File: src/adp_defines.svh
/*
  Register offsets, field positions, reset values and timing counts of the
  record-path decimation block. Assumes inclusion by bare name from the
  design files; definitions only.
*/
`ifndef ADP_DEFINES_SVH
`define ADP_DEFINES_SVH

// Byte offsets on the register bus
`define ADP_OFS_CTRL    12'h000
`define ADP_OFS_STATUS  12'h004
`define ADP_OFS_LEFT    12'h008
`define ADP_OFS_RIGHT   12'h00C
// Phase delay register index; byte address is four times this
`define ADP_IDX_PHASE   10'h055

// Control register field positions
`define ADP_CTRL_PRB_LO   0
`define ADP_CTRL_PRB_HI   4
`define ADP_CTRL_AOSR64   5
`define ADP_CTRL_DMIC_L   6
`define ADP_CTRL_DMIC_R   7
`define ADP_CTRL_SRC_LO   8
`define ADP_CTRL_SRC_HI   9
`define ADP_CTRL_MCLK_GP  10
`define ADP_CTRL_MCLK_MI  11
`define ADP_CTRL_WL_LO    12
`define ADP_CTRL_WL_HI    13
`define ADP_CTRL_APD      14
`define ADP_CTRL_RUN      15
`define ADP_CTRL_MASK     32'h0000FFFF

// Reset values
`define ADP_CTRL_RST    32'h00000001
`define ADP_PHASE_RST   8'h00

// Oversampling ratios
`define ADP_ADC_OVERSAMPLING_RATIO_128    8'h80
`define ADP_ADC_OVERSAMPLING_RATIO_64     8'h40
`define ADP_ADC_OVERSAMPLING_RATIO_32     8'h20

// Processing block bounds of the filter groups
`define ADP_PRB_B_FIRST 5'h07
`define ADP_PRB_C_FIRST 5'h0D
`define ADP_PRB_LAST    5'h12

// Modulator clock half period, in bus clock cycles
`define ADP_MCLK_HALF   8'h04

`endif

File: src/adp_pkg.sv
/*
  Types shared by the decimation block: filter kind, stereo word pair.
  Assumes nothing of its surroundings.
*/
package adp_pkg;

  typedef enum logic [1:0] {
    ADP_FILT_A,
    ADP_FILT_B,
    ADP_FILT_C
  } adp_filt_t;

  typedef struct packed {
    logic [31:0] left;
    logic [31:0] right;
  } adp_pair_t;

endpackage

File: src/adp_bit_delay.sv
/*
  Programmable delay line for a one-bit modulator stream, 0 to 127 samples.
  Assumes smp pulses once per modulator sample.
*/
`timescale 1ns/1ps
module adp_bit_delay (
  // Clock and reset
  input  wire logic       clk,
  input  wire logic       rst_n,
  // Stream
  input  wire logic       smp,
  input  wire logic       bit_i,
  input  wire logic [6:0] sel,
  output logic            bit_o
);
  logic [126:0] sr_q;

  always_ff @(posedge clk or negedge rst_n) begin
    if (!rst_n) begin
      sr_q <= '0;
    end else if (smp) begin
      sr_q <= {sr_q[125:0], bit_i};
    end
  end

  // Zero selects the live bit so that no delay costs no sample
  always_comb begin
    if (sel == 7'h00) begin
      bit_o = bit_i;
    end else begin
      bit_o = sr_q[sel - 7'h01];
    end
  end
endmodule

File: src/adp_cic_dec.sv
/*
  Fourth-order comb-integrator decimator for a one-bit stream.
  Assumes smp marks each input sample and dec each output sample.
*/
`timescale 1ns/1ps
module adp_cic_dec (
  // Clock and reset
  input  wire logic        clk,
  input  wire logic        rst_n,
  input  wire logic        clr,
  // Input stream
  input  wire logic        smp,
  input  wire logic        bit_i,
  input  wire logic        dec,
  // Decimated output
  output logic [31:0]      data_q,
  output logic             valid_q
);
  logic [31:0] integ_q [4];
  logic [31:0] dly_q   [4];
  logic [31:0] comb    [5];

  // Modular arithmetic: wrap in the integrators cancels in the combs
  always_ff @(posedge clk or negedge rst_n) begin
    if (!rst_n) begin
      for (int i = 0; i < 4; i++) begin
        integ_q[i] <= '0;
      end
    end else if (clr) begin
      for (int i = 0; i < 4; i++) begin
        integ_q[i] <= '0;
      end
    end else if (smp) begin
      integ_q[0] <= integ_q[0] + (bit_i ? 32'h00000001 : 32'hFFFFFFFF);
      for (int i = 1; i < 4; i++) begin
        integ_q[i] <= integ_q[i] + integ_q[i-1];
      end
    end
  end

  always_comb begin
    comb[0] = integ_q[3];
    for (int i = 0; i < 4; i++) begin
      comb[i+1] = comb[i] - dly_q[i];
    end
  end

  always_ff @(posedge clk or negedge rst_n) begin
    if (!rst_n) begin
      for (int i = 0; i < 4; i++) begin
        dly_q[i] <= '0;
      end
      data_q  <= '0;
      valid_q <= 1'b0;
    end else begin
      valid_q <= dec & ~clr;
      if (clr) begin
        for (int i = 0; i < 4; i++) begin
          dly_q[i] <= '0;
        end
      end else if (dec) begin
        for (int i = 0; i < 4; i++) begin
          dly_q[i] <= comb[i];
        end
        data_q <= comb[4];
      end
    end
  end
endmodule

File: src/adp_dec_top.sv
/*
  Record-path back end: modulator clock out, digital microphone capture,
  phase delay, decimation filters A/B/C and stereo word hand-off, with an
  AHB-Lite register slave. Assumes a single clock hclk, inputs synchronous
  to it, and one bus master with this slave alone on the bus.
*/
// Overview of operation
// RULE1: Filter A: up to 48 kHz, ratio 128/64
// RULE2: Software should pick ratio 128 with A
// RULE3: Filter A also runs 96 kHz at 64
// RULE4: Filter B: up to 96 kHz, ratio 64
// RULE5: Filter C: ratio 32, for 192 ksps
// RULE6: Filter C passes up to 0.11 fs
// RULE7: Filter C attenuates 0.28 to 16 fs
// RULE8: One left, one right word per period
// RULE9: Round words down to configured length
// RULE10: Modulator clock out on GPIO or MISO
// RULE11: Microphone returns bits on GPIO/DIN/SCLK
// RULE12: Left on rising, right on falling edge
// RULE13: Microphone enable per left, right, both
// RULE14: Analog section bypassed, may power down
// RULE15: Software sets ratio to suit microphone
// RULE16: Eight-bit phase delay register, index 0x55
// RULE17: Right and left delays from formula
// RULE18: Filter follows the processing block choice
// RULE19: Comb-integrator then linear-phase FIR decimation
// RULE20: Left and right words leave together
`timescale 1ns/1ps
`include "adp_defines.svh"
module adp_dec_top (
  // Clock and reset
  input  wire logic              hclk,
  input  wire logic              hresetn,
  // AHB-Lite slave
  input  wire logic              hsel,
  input  wire logic [31:0]       haddr,
  input  wire logic [1:0]        htrans,
  input  wire logic              hwrite,
  input  wire logic [2:0]        hsize,
  input  wire logic [31:0]       hwdata,
  input  wire logic              hready,
  output logic [31:0]            hrdata,
  output logic                   hreadyout,
  output logic                   hresp,
  // Analog modulator bits
  input  wire logic              adc_mod_l,
  input  wire logic              adc_mod_r,
  // Microphone data pins
  input  wire logic              gpio_i,
  input  wire logic              din_i,
  input  wire logic              sclk_i,
  // Modulator clock pins
  output logic                   gpio_o,
  output logic                   gpio_oe,
  output logic                   miso_o,
  output logic                   miso_oe,
  // Analog power down
  output logic                   adc_pd_l,
  output logic                   adc_pd_r,
  // Serial interface hand-off
  output adp_pkg::adp_pair_t     pair,
  output logic                   pair_valid,
  output logic [1:0]             word_len
);
  import adp_pkg::*;

  logic [31:0] ctrl_q;
  logic [7:0]  phase_q;
  logic [15:0] pair_cnt_q;

  // Bus data phase state
  logic        wr_pend_q;
  logic [11:0] wr_addr_q;
  logic [31:0] hrdata_q;

  // Modulator clock and sample timing
  logic [7:0]  half_cnt_q;
  logic        mclk_q;
  logic        mclk_rise;
  logic        mclk_fall;
  logic [7:0]  smp_cnt_q;
  logic        tick;

  // Captured bits
  logic        cap_l_q;
  logic        cap_r_q;
  logic        bit_l;
  logic        bit_r;
  logic        dly_bit_l;
  logic        dly_bit_r;
  logic        mic_bit;

  // Filter path
  adp_filt_t   filt;
  logic [7:0]  adc_oversampling_ratio;
  logic [7:0]  adc_oversampling_ratio_kf;
  logic [6:0]  dly_r;
  logic [6:0]  dly_l;
  logic        run;
  logic        clr;
  logic [31:0] cic_l;
  logic [31:0] cic_r;
  logic        cic_vld;
  logic        cic_vld_r;
  logic        fir_stb_q;
  logic [31:0] hist_l_q [5];
  logic [31:0] hist_r_q [5];
  logic [4:0]  shift;
  logic [31:0] wl_mask;

  logic        addr_ok;
  logic [11:0] addr_a;
  logic [31:0] rd_val;

  assign run = ctrl_q[`ADP_CTRL_RUN];
  assign clr = ~run;

  // Filter kind comes from the processing block only
  always_comb begin
    if (ctrl_q[`ADP_CTRL_PRB_HI:`ADP_CTRL_PRB_LO] >= `ADP_PRB_C_FIRST &&
        ctrl_q[`ADP_CTRL_PRB_HI:`ADP_CTRL_PRB_LO] <= `ADP_PRB_LAST) begin
      filt = ADP_FILT_C; // RULE18
    end else if (ctrl_q[`ADP_CTRL_PRB_HI:`ADP_CTRL_PRB_LO] >= `ADP_PRB_B_FIRST &&
                 ctrl_q[`ADP_CTRL_PRB_HI:`ADP_CTRL_PRB_LO] < `ADP_PRB_C_FIRST) begin
      filt = ADP_FILT_B;
    end else begin
      filt = ADP_FILT_A;
    end
  end

  // Ratio is forced where the filter admits only one value
  always_comb begin
    case (filt)
      ADP_FILT_A: begin
        adc_oversampling_ratio    = ctrl_q[`ADP_CTRL_AOSR64] ? `ADP_ADC_OVERSAMPLING_RATIO_64 : `ADP_ADC_OVERSAMPLING_RATIO_128; // RULE1 RULE3 RULE15
        adc_oversampling_ratio_kf = {2'b00, adc_oversampling_ratio[7:2]};
        shift   = ctrl_q[`ADP_CTRL_AOSR64] ? 5'h06 : 5'h02;
      end
      ADP_FILT_B: begin
        adc_oversampling_ratio    = `ADP_ADC_OVERSAMPLING_RATIO_64; // RULE4
        adc_oversampling_ratio_kf = {1'b0, adc_oversampling_ratio[7:1]};
        shift   = 5'h06;
      end
      ADP_FILT_C: begin
        adc_oversampling_ratio    = `ADP_ADC_OVERSAMPLING_RATIO_32; // RULE5
        adc_oversampling_ratio_kf = adc_oversampling_ratio;
        shift   = 5'h0A;
      end
      default: begin
        adc_oversampling_ratio    = `ADP_ADC_OVERSAMPLING_RATIO_128;
        adc_oversampling_ratio_kf = {2'b00, adc_oversampling_ratio[7:2]};
        shift   = 5'h02;
      end
    endcase
  end

  // Delays counted in modulator samples, 1/(ratio*fs) each
  assign dly_r = {2'b00, phase_q[4:0]} + 7'(phase_q[6:5] * adc_oversampling_ratio_kf); // RULE17
  assign dly_l = {6'h00, phase_q[7]}; // RULE17

  // Modulator clock divided from the bus clock
  always_ff @(posedge hclk or negedge hresetn) begin
    if (!hresetn) begin
      half_cnt_q <= '0;
      mclk_q     <= 1'b0;
    end else if (clr) begin
      half_cnt_q <= '0;
      mclk_q     <= 1'b0;
    end else if (half_cnt_q == `ADP_MCLK_HALF - 8'h01) begin
      half_cnt_q <= '0;
      mclk_q     <= ~mclk_q;
    end else begin
      half_cnt_q <= half_cnt_q + 8'h01;
    end
  end

  assign mclk_rise = run & (half_cnt_q == `ADP_MCLK_HALF - 8'h01) & ~mclk_q;
  assign mclk_fall = run & (half_cnt_q == `ADP_MCLK_HALF - 8'h01) & mclk_q;

  // Pin drives the clock only while enabled; idle low otherwise
  assign gpio_o  = ctrl_q[`ADP_CTRL_MCLK_GP] & mclk_q; // RULE10
  assign gpio_oe = ctrl_q[`ADP_CTRL_MCLK_GP]; // RULE10
  assign miso_o  = ctrl_q[`ADP_CTRL_MCLK_MI] & mclk_q; // RULE10
  assign miso_oe = ctrl_q[`ADP_CTRL_MCLK_MI]; // RULE10

  // Data may share GPIO only if the clock is not driven there
  always_comb begin
    case (ctrl_q[`ADP_CTRL_SRC_HI:`ADP_CTRL_SRC_LO])
      2'h0:    mic_bit = gpio_i; // RULE11
      2'h1:    mic_bit = din_i;
      2'h2:    mic_bit = sclk_i;
      default: mic_bit = din_i;
    endcase
  end

  // Sampled just before the edge leaves, so the level is the settled one
  always_ff @(posedge hclk or negedge hresetn) begin
    if (!hresetn) begin
      cap_l_q <= 1'b0;
      cap_r_q <= 1'b0;
    end else begin
      if (mclk_rise) begin
        cap_l_q <= mic_bit; // RULE12
      end
      if (mclk_fall) begin
        cap_r_q <= mic_bit; // RULE12
      end
    end
  end

  // Per channel choice of microphone or analog modulator
  assign bit_l = ctrl_q[`ADP_CTRL_DMIC_L] ? cap_l_q : adc_mod_l; // RULE13 RULE14
  assign bit_r = ctrl_q[`ADP_CTRL_DMIC_R] ? cap_r_q : adc_mod_r; // RULE13 RULE14
  assign adc_pd_l = ctrl_q[`ADP_CTRL_DMIC_L] & ctrl_q[`ADP_CTRL_APD]; // RULE14
  assign adc_pd_r = ctrl_q[`ADP_CTRL_DMIC_R] & ctrl_q[`ADP_CTRL_APD]; // RULE14

  // One shared sample tick keeps both channels in step
  always_ff @(posedge hclk or negedge hresetn) begin
    if (!hresetn) begin
      smp_cnt_q <= '0;
    end else if (clr) begin
      smp_cnt_q <= '0;
    end else if (mclk_rise) begin
      smp_cnt_q <= (smp_cnt_q >= adc_oversampling_ratio - 8'h01) ? 8'h00 : smp_cnt_q + 8'h01;
    end
  end

  assign tick = mclk_rise & (smp_cnt_q >= adc_oversampling_ratio - 8'h01); // RULE19 RULE20

  // Both channels shift on the rising edge; right data already held from fall
  adp_bit_delay u_dly_l (
    .clk   (hclk),
    .rst_n (hresetn),
    .smp   (mclk_rise),
    .bit_i (bit_l),
    .sel   (dly_l),
    .bit_o (dly_bit_l)
  );

  adp_bit_delay u_dly_r (
    .clk   (hclk),
    .rst_n (hresetn),
    .smp   (mclk_rise),
    .bit_i (bit_r),
    .sel   (dly_r),
    .bit_o (dly_bit_r)
  );

  adp_cic_dec u_cic_l (
    .clk     (hclk),
    .rst_n   (hresetn),
    .clr     (clr),
    .smp     (mclk_rise),
    .bit_i   (dly_bit_l),
    .dec     (tick),
    .data_q  (cic_l),
    .valid_q (cic_vld)
  );

  adp_cic_dec u_cic_r (
    .clk     (hclk),
    .rst_n   (hresetn),
    .clr     (clr),
    .smp     (mclk_rise),
    .bit_i   (dly_bit_r),
    .dec     (tick),
    .data_q  (cic_r),
    .valid_q (cic_vld_r)
  );

  // Binomial taps stay symmetric, so the FIR adds no phase distortion
  function automatic logic [31:0] fir(input adp_filt_t f,
                                      input logic [31:0] h0, input logic [31:0] h1,
                                      input logic [31:0] h2, input logic [31:0] h3,
                                      input logic [31:0] h4);
    logic signed [35:0] acc;
    acc = '0;
    case (f)
      ADP_FILT_A: begin
        acc = 36'(signed'(h0)) + 36'(signed'(h1)) * 36'sh4 + 36'(signed'(h2)) * 36'sh6
            + 36'(signed'(h3)) * 36'sh4 + 36'(signed'(h4));
        acc = acc >>> 4;
      end
      ADP_FILT_B: begin
        acc = 36'(signed'(h0)) + 36'(signed'(h1)) * 36'sh2 + 36'(signed'(h2));
        acc = acc >>> 2;
      end
      ADP_FILT_C: begin
        // Short kernel keeps the pass band out to 0.11 fs
        acc = 36'(signed'(h0)) + 36'(signed'(h1)) * 36'sh2 + 36'(signed'(h2)); // RULE6 RULE7
        acc = acc >>> 2;
      end
      default: begin
        acc = 36'(signed'(h0));
      end
    endcase
    return acc[31:0];
  endfunction

  always_ff @(posedge hclk or negedge hresetn) begin
    if (!hresetn) begin
      for (int i = 0; i < 5; i++) begin
        hist_l_q[i] <= '0;
        hist_r_q[i] <= '0;
      end
      fir_stb_q <= 1'b0;
    end else begin
      fir_stb_q <= cic_vld & cic_vld_r;
      if (clr) begin
        for (int i = 0; i < 5; i++) begin
          hist_l_q[i] <= '0;
          hist_r_q[i] <= '0;
        end
      end else if (cic_vld & cic_vld_r) begin
        hist_l_q[0] <= cic_l; // RULE19
        hist_r_q[0] <= cic_r;
        for (int i = 1; i < 5; i++) begin
          hist_l_q[i] <= hist_l_q[i-1];
          hist_r_q[i] <= hist_r_q[i-1];
        end
      end
    end
  end

  // Truncation toward minus infinity: low bits dropped
  always_comb begin
    case (ctrl_q[`ADP_CTRL_WL_HI:`ADP_CTRL_WL_LO])
      2'h0:    wl_mask = 32'hFFFF0000;
      2'h1:    wl_mask = 32'hFFFFF000;
      2'h2:    wl_mask = 32'hFFFFFF00;
      default: wl_mask = 32'hFFFFFFFF;
    endcase
  end

  assign word_len = ctrl_q[`ADP_CTRL_WL_HI:`ADP_CTRL_WL_LO];

  always_ff @(posedge hclk or negedge hresetn) begin
    if (!hresetn) begin
      pair       <= '0;
      pair_valid <= 1'b0;
      pair_cnt_q <= '0;
    end else begin
      pair_valid <= fir_stb_q & run; // RULE8 RULE20
      if (fir_stb_q & run) begin
        pair.left  <= (fir(filt, hist_l_q[0], hist_l_q[1], hist_l_q[2], hist_l_q[3],
                           hist_l_q[4]) << shift) & wl_mask; // RULE8 RULE9
        pair.right <= (fir(filt, hist_r_q[0], hist_r_q[1], hist_r_q[2], hist_r_q[3],
                           hist_r_q[4]) << shift) & wl_mask; // RULE8 RULE9
        pair_cnt_q <= pair_cnt_q + 16'h0001;
      end
    end
  end

  // Zero wait states; every response OKAY
  assign hreadyout = 1'b1;
  assign hresp     = 1'b0;
  assign hrdata    = hrdata_q;
  assign addr_ok   = hsel & hready & htrans[1];
  assign addr_a    = haddr[11:0];

  always_ff @(posedge hclk or negedge hresetn) begin
    if (!hresetn) begin
      wr_pend_q <= 1'b0;
      wr_addr_q <= '0;
    end else begin
      // Only whole-word writes are honoured
      wr_pend_q <= addr_ok & hwrite & (hsize == 3'h2);
      wr_addr_q <= addr_a;
    end
  end

  always_ff @(posedge hclk or negedge hresetn) begin
    if (!hresetn) begin
      ctrl_q  <= `ADP_CTRL_RST;
      phase_q <= `ADP_PHASE_RST;
    end else if (wr_pend_q) begin
      if (wr_addr_q == `ADP_OFS_CTRL) begin
        ctrl_q <= hwdata & `ADP_CTRL_MASK;
      end
      if (wr_addr_q == {`ADP_IDX_PHASE, 2'b00}) begin
        phase_q <= hwdata[7:0]; // RULE16
      end
    end
  end

  // A read right behind a write to the same word sees the new value
  always_comb begin
    case (addr_a)
      `ADP_OFS_CTRL:   rd_val = ctrl_q;
      `ADP_OFS_STATUS: rd_val = {6'h00, adc_oversampling_ratio, filt, pair_cnt_q};
      `ADP_OFS_LEFT:   rd_val = pair.left;
      `ADP_OFS_RIGHT:  rd_val = pair.right;
      {`ADP_IDX_PHASE, 2'b00}: rd_val = {24'h000000, phase_q};
      default:         rd_val = 32'h00000000;
    endcase
    if (wr_pend_q && wr_addr_q == addr_a) begin
      if (addr_a == `ADP_OFS_CTRL) begin
        rd_val = hwdata & `ADP_CTRL_MASK;
      end else if (addr_a == {`ADP_IDX_PHASE, 2'b00}) begin
        rd_val = {24'h000000, hwdata[7:0]};
      end
    end
  end

  always_ff @(posedge hclk or negedge hresetn) begin
    if (!hresetn) begin
      hrdata_q <= '0;
    end else if (addr_ok & ~hwrite) begin
      hrdata_q <= rd_val;
    end
  end

endmodule

File: config.mk
export PLATFORM = sky130hd
export DESIGN_NAME = adp_dec_top
export DESIGN_NICKNAME = d
export VERILOG_FILES = /design/src/adp_pkg.sv /design/src/adp_bit_delay.sv /design/src/adp_cic_dec.sv /design/src/adp_dec_top.sv
export VERILOG_INCLUDE_DIRS = /design/src
export SDC_FILE = /design/constraint.sdc
export NUM_CORES = 2
export LEC_CHECK = 0
export BUFFER_PORTS_ARGS = -buffer_cell sky130_fd_sc_hd__clkbuf_2
export CORE_MARGIN = 2
export CORE_UTILIZATION = 29
export DETAILED_ROUTE_END_ITERATION = 6
export HOLD_SLACK_MARGIN = 0.05
export PLACE_DENSITY_LB_ADDON = 0.25
export SYNTH_ARGS = -nofsm -noshare
export SYNTH_HDL_FRONTEND = slang
export SYNTH_SLANG_ARGS = --single-unit
File: constraint.sdc
create_clock -name hclk -period 10.7 [get_ports hclk]
set_input_delay 0.535 -clock hclk [delete_from_list [all_inputs] [get_ports hclk]]
set_output_delay 0.535 -clock hclk [all_outputs]
set_load 0.01 [all_outputs]
==> results.ini <==
[sta]
rsz0062_at_grt=false
fin_crit_sh_pct=91.2
skew_ns=0.0494
min_period_ns=9.76
setup_violations=0
max_freq_ghz=0.102
maxSlewHeadroom_pct=22.3
maxSlewViolCount=0
finalSetupTns_ns=0
hold_viol_final=0
worst_pin_slew_ns=1.15

[routing]
viasPerCell=4.89
drt_iter0_drc=4024
vias=68600
final_antenna_net_count=0
remaining_drc_errors=0
first_pass_iters=5
wl_per_cell_um=16.4
wirelength_mm=231

[clocking]
cts_buffers=149
clk_latency_ns=0.81
root_buffer=clkbuf_16
cts_tree=yes
cts.sinks=1191
clkTransAtPathRegs_ns=0.06
postCtsSetupRepairBufs=0
clockBufferDepth=3
htreeDepth=4

[synth]
synth.cell_area_um2=88600
yosys_warnings=0
yosysSeqAreaShare_pct=33.6
ys_ff_latch=1191
synth-edff-count=0
synth_cell_type_count=92
synthArstFlopShare_pct=100
yosys_most_used_dff=dfrtp_1
avgSynthCellArea_um2=9.03
syn_inst=9819

[die]
die_area_um2=310000
core_um2=305000
dieWidth_um=557
num_rows=203
initial_core_util_pct=29.1
die_y_um=557
ios=186

[power_and_ir_drop]
vdd_drop_max_uv=151
power.leakage_uw=0.0480
pwr_density_cell_nw_per_um2=152
totalPowerFinal_uw=15100

[layout]
design_area_um2=99100
fin_nets=10900
drive_above_1_share_pct=6.00
area_delta_synth_final_pct=11.8

[setup_path]
cp_top_family=compound AO/OA/AOI/OAI gates
slowest_delay_ns=0.59
worstSetupPathType=reg -> reg
worstSetupStartpointType=register
endpoint_kind=register
cp_slowest_cell=a2111oi_0
arrival_ns=10.40
critPathRequiredTime_ns=11.34
critPathMaxFanout=6
cp_num_buf_inv=3

[grt]
grt_use_total_pct=14.7
grt_start_max_net_pins=216
overflow=0
grt_pass1_wl_mm=378
grt_pass1_vias=68200
antenna_found_initial=4

[placed_design]
dpl_cell_area_um2=93700
port-buffer-count=142
gp_congestion=0.861
dpl.hpwl_mm=168

[worst_hold_path]
holdCritPathClass=in -> reg

[job]
maxCapViolCount=0

[outcome]
status=finished clean

[kinds of logic (layout without fill, tap and decap cells)]
family                   Yosys count  count (layout)  synth area share, %
AND/OR/NAND/NOR                 3116            3116                 16.2
AO/OA/AOI/OAI                   2329            2329                 16.7
flip-flops                      1191            1191                 33.6
buffers and inverters           1066            1189                 4.57
adder cells (fa/ha/maj)         1002            1002                 16.4
XOR/XNOR                         649             649                 6.48
multiplexers                     464             464                 6.04
other                              2               8              0.00847
[worst min-delay path, cell delays in order]
cell and delay (ns):
clkbuf_2 0.09, mux2_2 0.18, nand2_1 0.05, nand2_1 0.05
[where the power goes]
part	leakage (uW)	switching (uW)	internal (uW)
clock	0.00248	2150	3060
sequential	0.0165	40.8	4540
combinational	0.0290	3160	2100
total	0.0480	5350	9700
[metal layers]
| metal | GRT usage (%) | part of all wire (%) | vias to the layer above |
|---|---|---|---|
| met3 | 1.82 | 3.6 | 237 |
| met5 | 0 | 0.0056 | - |
| met1 | 21.5 | 51 | 33300 |
| met2 | 23.3 | 44 | 1135 |
| li1 | - | - | 33900 |
| met4 | 2.78 | 1.6 | 2 |
[cell type report]
cell class / count / area, um2
multi-input combinational: 7566 / 54900
timing repair buffer: 231 / 1580
sequential: 1191 / 29800
clock inverter: 57 / 792
inverter: 690 / 2600
fill: 31400 / 206000
clock buffer: 211 / 4280
antenna: 2 / 5.00
tap: 4100 / 5130
[state kept, by name (all words and copies together), names as in the netlist, 60 cells and up]
signal / cells
hist_l_q: 160
hist_r_q: 160
u_cic_l.dly_q: 128
u_cic_r.dly_q: 128
u_dly_r.sr_q: 127
u_cic_l.integ_q: 96
u_cic_r.integ_q: 96
pair: 60
[through the flow]
step	hold WS [ns]	worst slack, ns	instances	util [%]
2_1_floorplan	0.239	2.50	9823	-
3_3_place_gp	0.458	1.06	13700	30.7
3_5_place_dp	0.463	1.11	13700	30.7
4_1_cts	0.0648	1.05	14000	32.5
5_1_grt	0.102	0.220	14000	32.5
6_report	0.131	0.943	14000	32.5
[Yosys cell counts, types with 23 or more instances]
master,count,area [um2]
ha_1,740,9260
xor2_1,251,2200
mux4_2,53,1190
nand4_1,34,213
a31o_2,23,201
or3_1,27,169
nand2b_1,91,569
mux2_2,36,405
fa_1,262,5250
buf_1,47,176
o21ai_1,38,190
a21o_1,380,2850
o31ai_1,33,248
clkbuf_1,316,1190
a21boi_0,50,375
nor3_1,71,355
o21bai_1,126,946
and3_1,81,507
xnor2_1,393,3440
dfrtp_1,1190,29800
inv_1,687,2580
a31oi_1,86,538
o211ai_1,28,210
a211oi_1,42,315
nand3_1,349,1750
nor2_1,350,1310
o21ai_0,617,3090
a21oi_1,563,2820
o21a_1,75,563
nor2b_1,388,2430
mux2i_1,375,3750
nand2_1,1517,5690
and2_1,141,882
[path summary, 6_finish.rpt]
kind | from | to | slack (ns) | cells after the start
max | u_cic_r.comb[128] | u_cic_r.data_q[30] | 0.94 | 42
min | adc_mod_l | u_dly_l.sr_q[0] | 0.13 | 4
max reg2reg | u_cic_r.comb[128] | u_cic_r.data_q[30] | 0.94 | 42
min reg2reg | u_dly_r.sr_q[37] | u_dly_r.sr_q[38] | 0.47 | 2
max in group asynchronous | hresetn | u_cic_l.integ_q[113] | 7.98 | 4
min in group asynchronous | hresetn | hist_l_q[49] | 0.36 | 2
[placed cells by master, fill, tap and decap left out, types with 30 or more instances in the layout]
cell / n
o21ai_1: 38
a31oi_1: 86
a21boi_0: 50
a21o_1: 380
o21a_1: 75
ha_1: 740
a21oi_1: 562
buf_4: 50
mux2_2: 36
o21ai_0: 616
o31ai_1: 33
mux4_2: 53
nand2b_1: 91
nand3_1: 349
clkbuf_16: 150
mux2i_1: 374
and2_1: 139
nand4_1: 34
clkbuf_1: 31
xor2_1: 251
nor2_1: 347
a211oi_1: 42
and3_1: 81
xnor2_1: 392
o21bai_1: 126
nand2_1: 1514
fa_1: 262
dlygate4sd3_1: 30
clkbuf_2: 141
clkbuf_8: 30
nor3_1: 71
nor2b_1: 388
inv_1: 687
dfrtp_1: 1187
[timing repair]
action / CTS / global route
hold endpoints to repair: 162 / 0
setup endpoints to repair: 0 / 0
hold buffers: 30 / 0
gates resized for setup: 0 / 0
No activity file was read; power rests on OpenSTA's default activity.
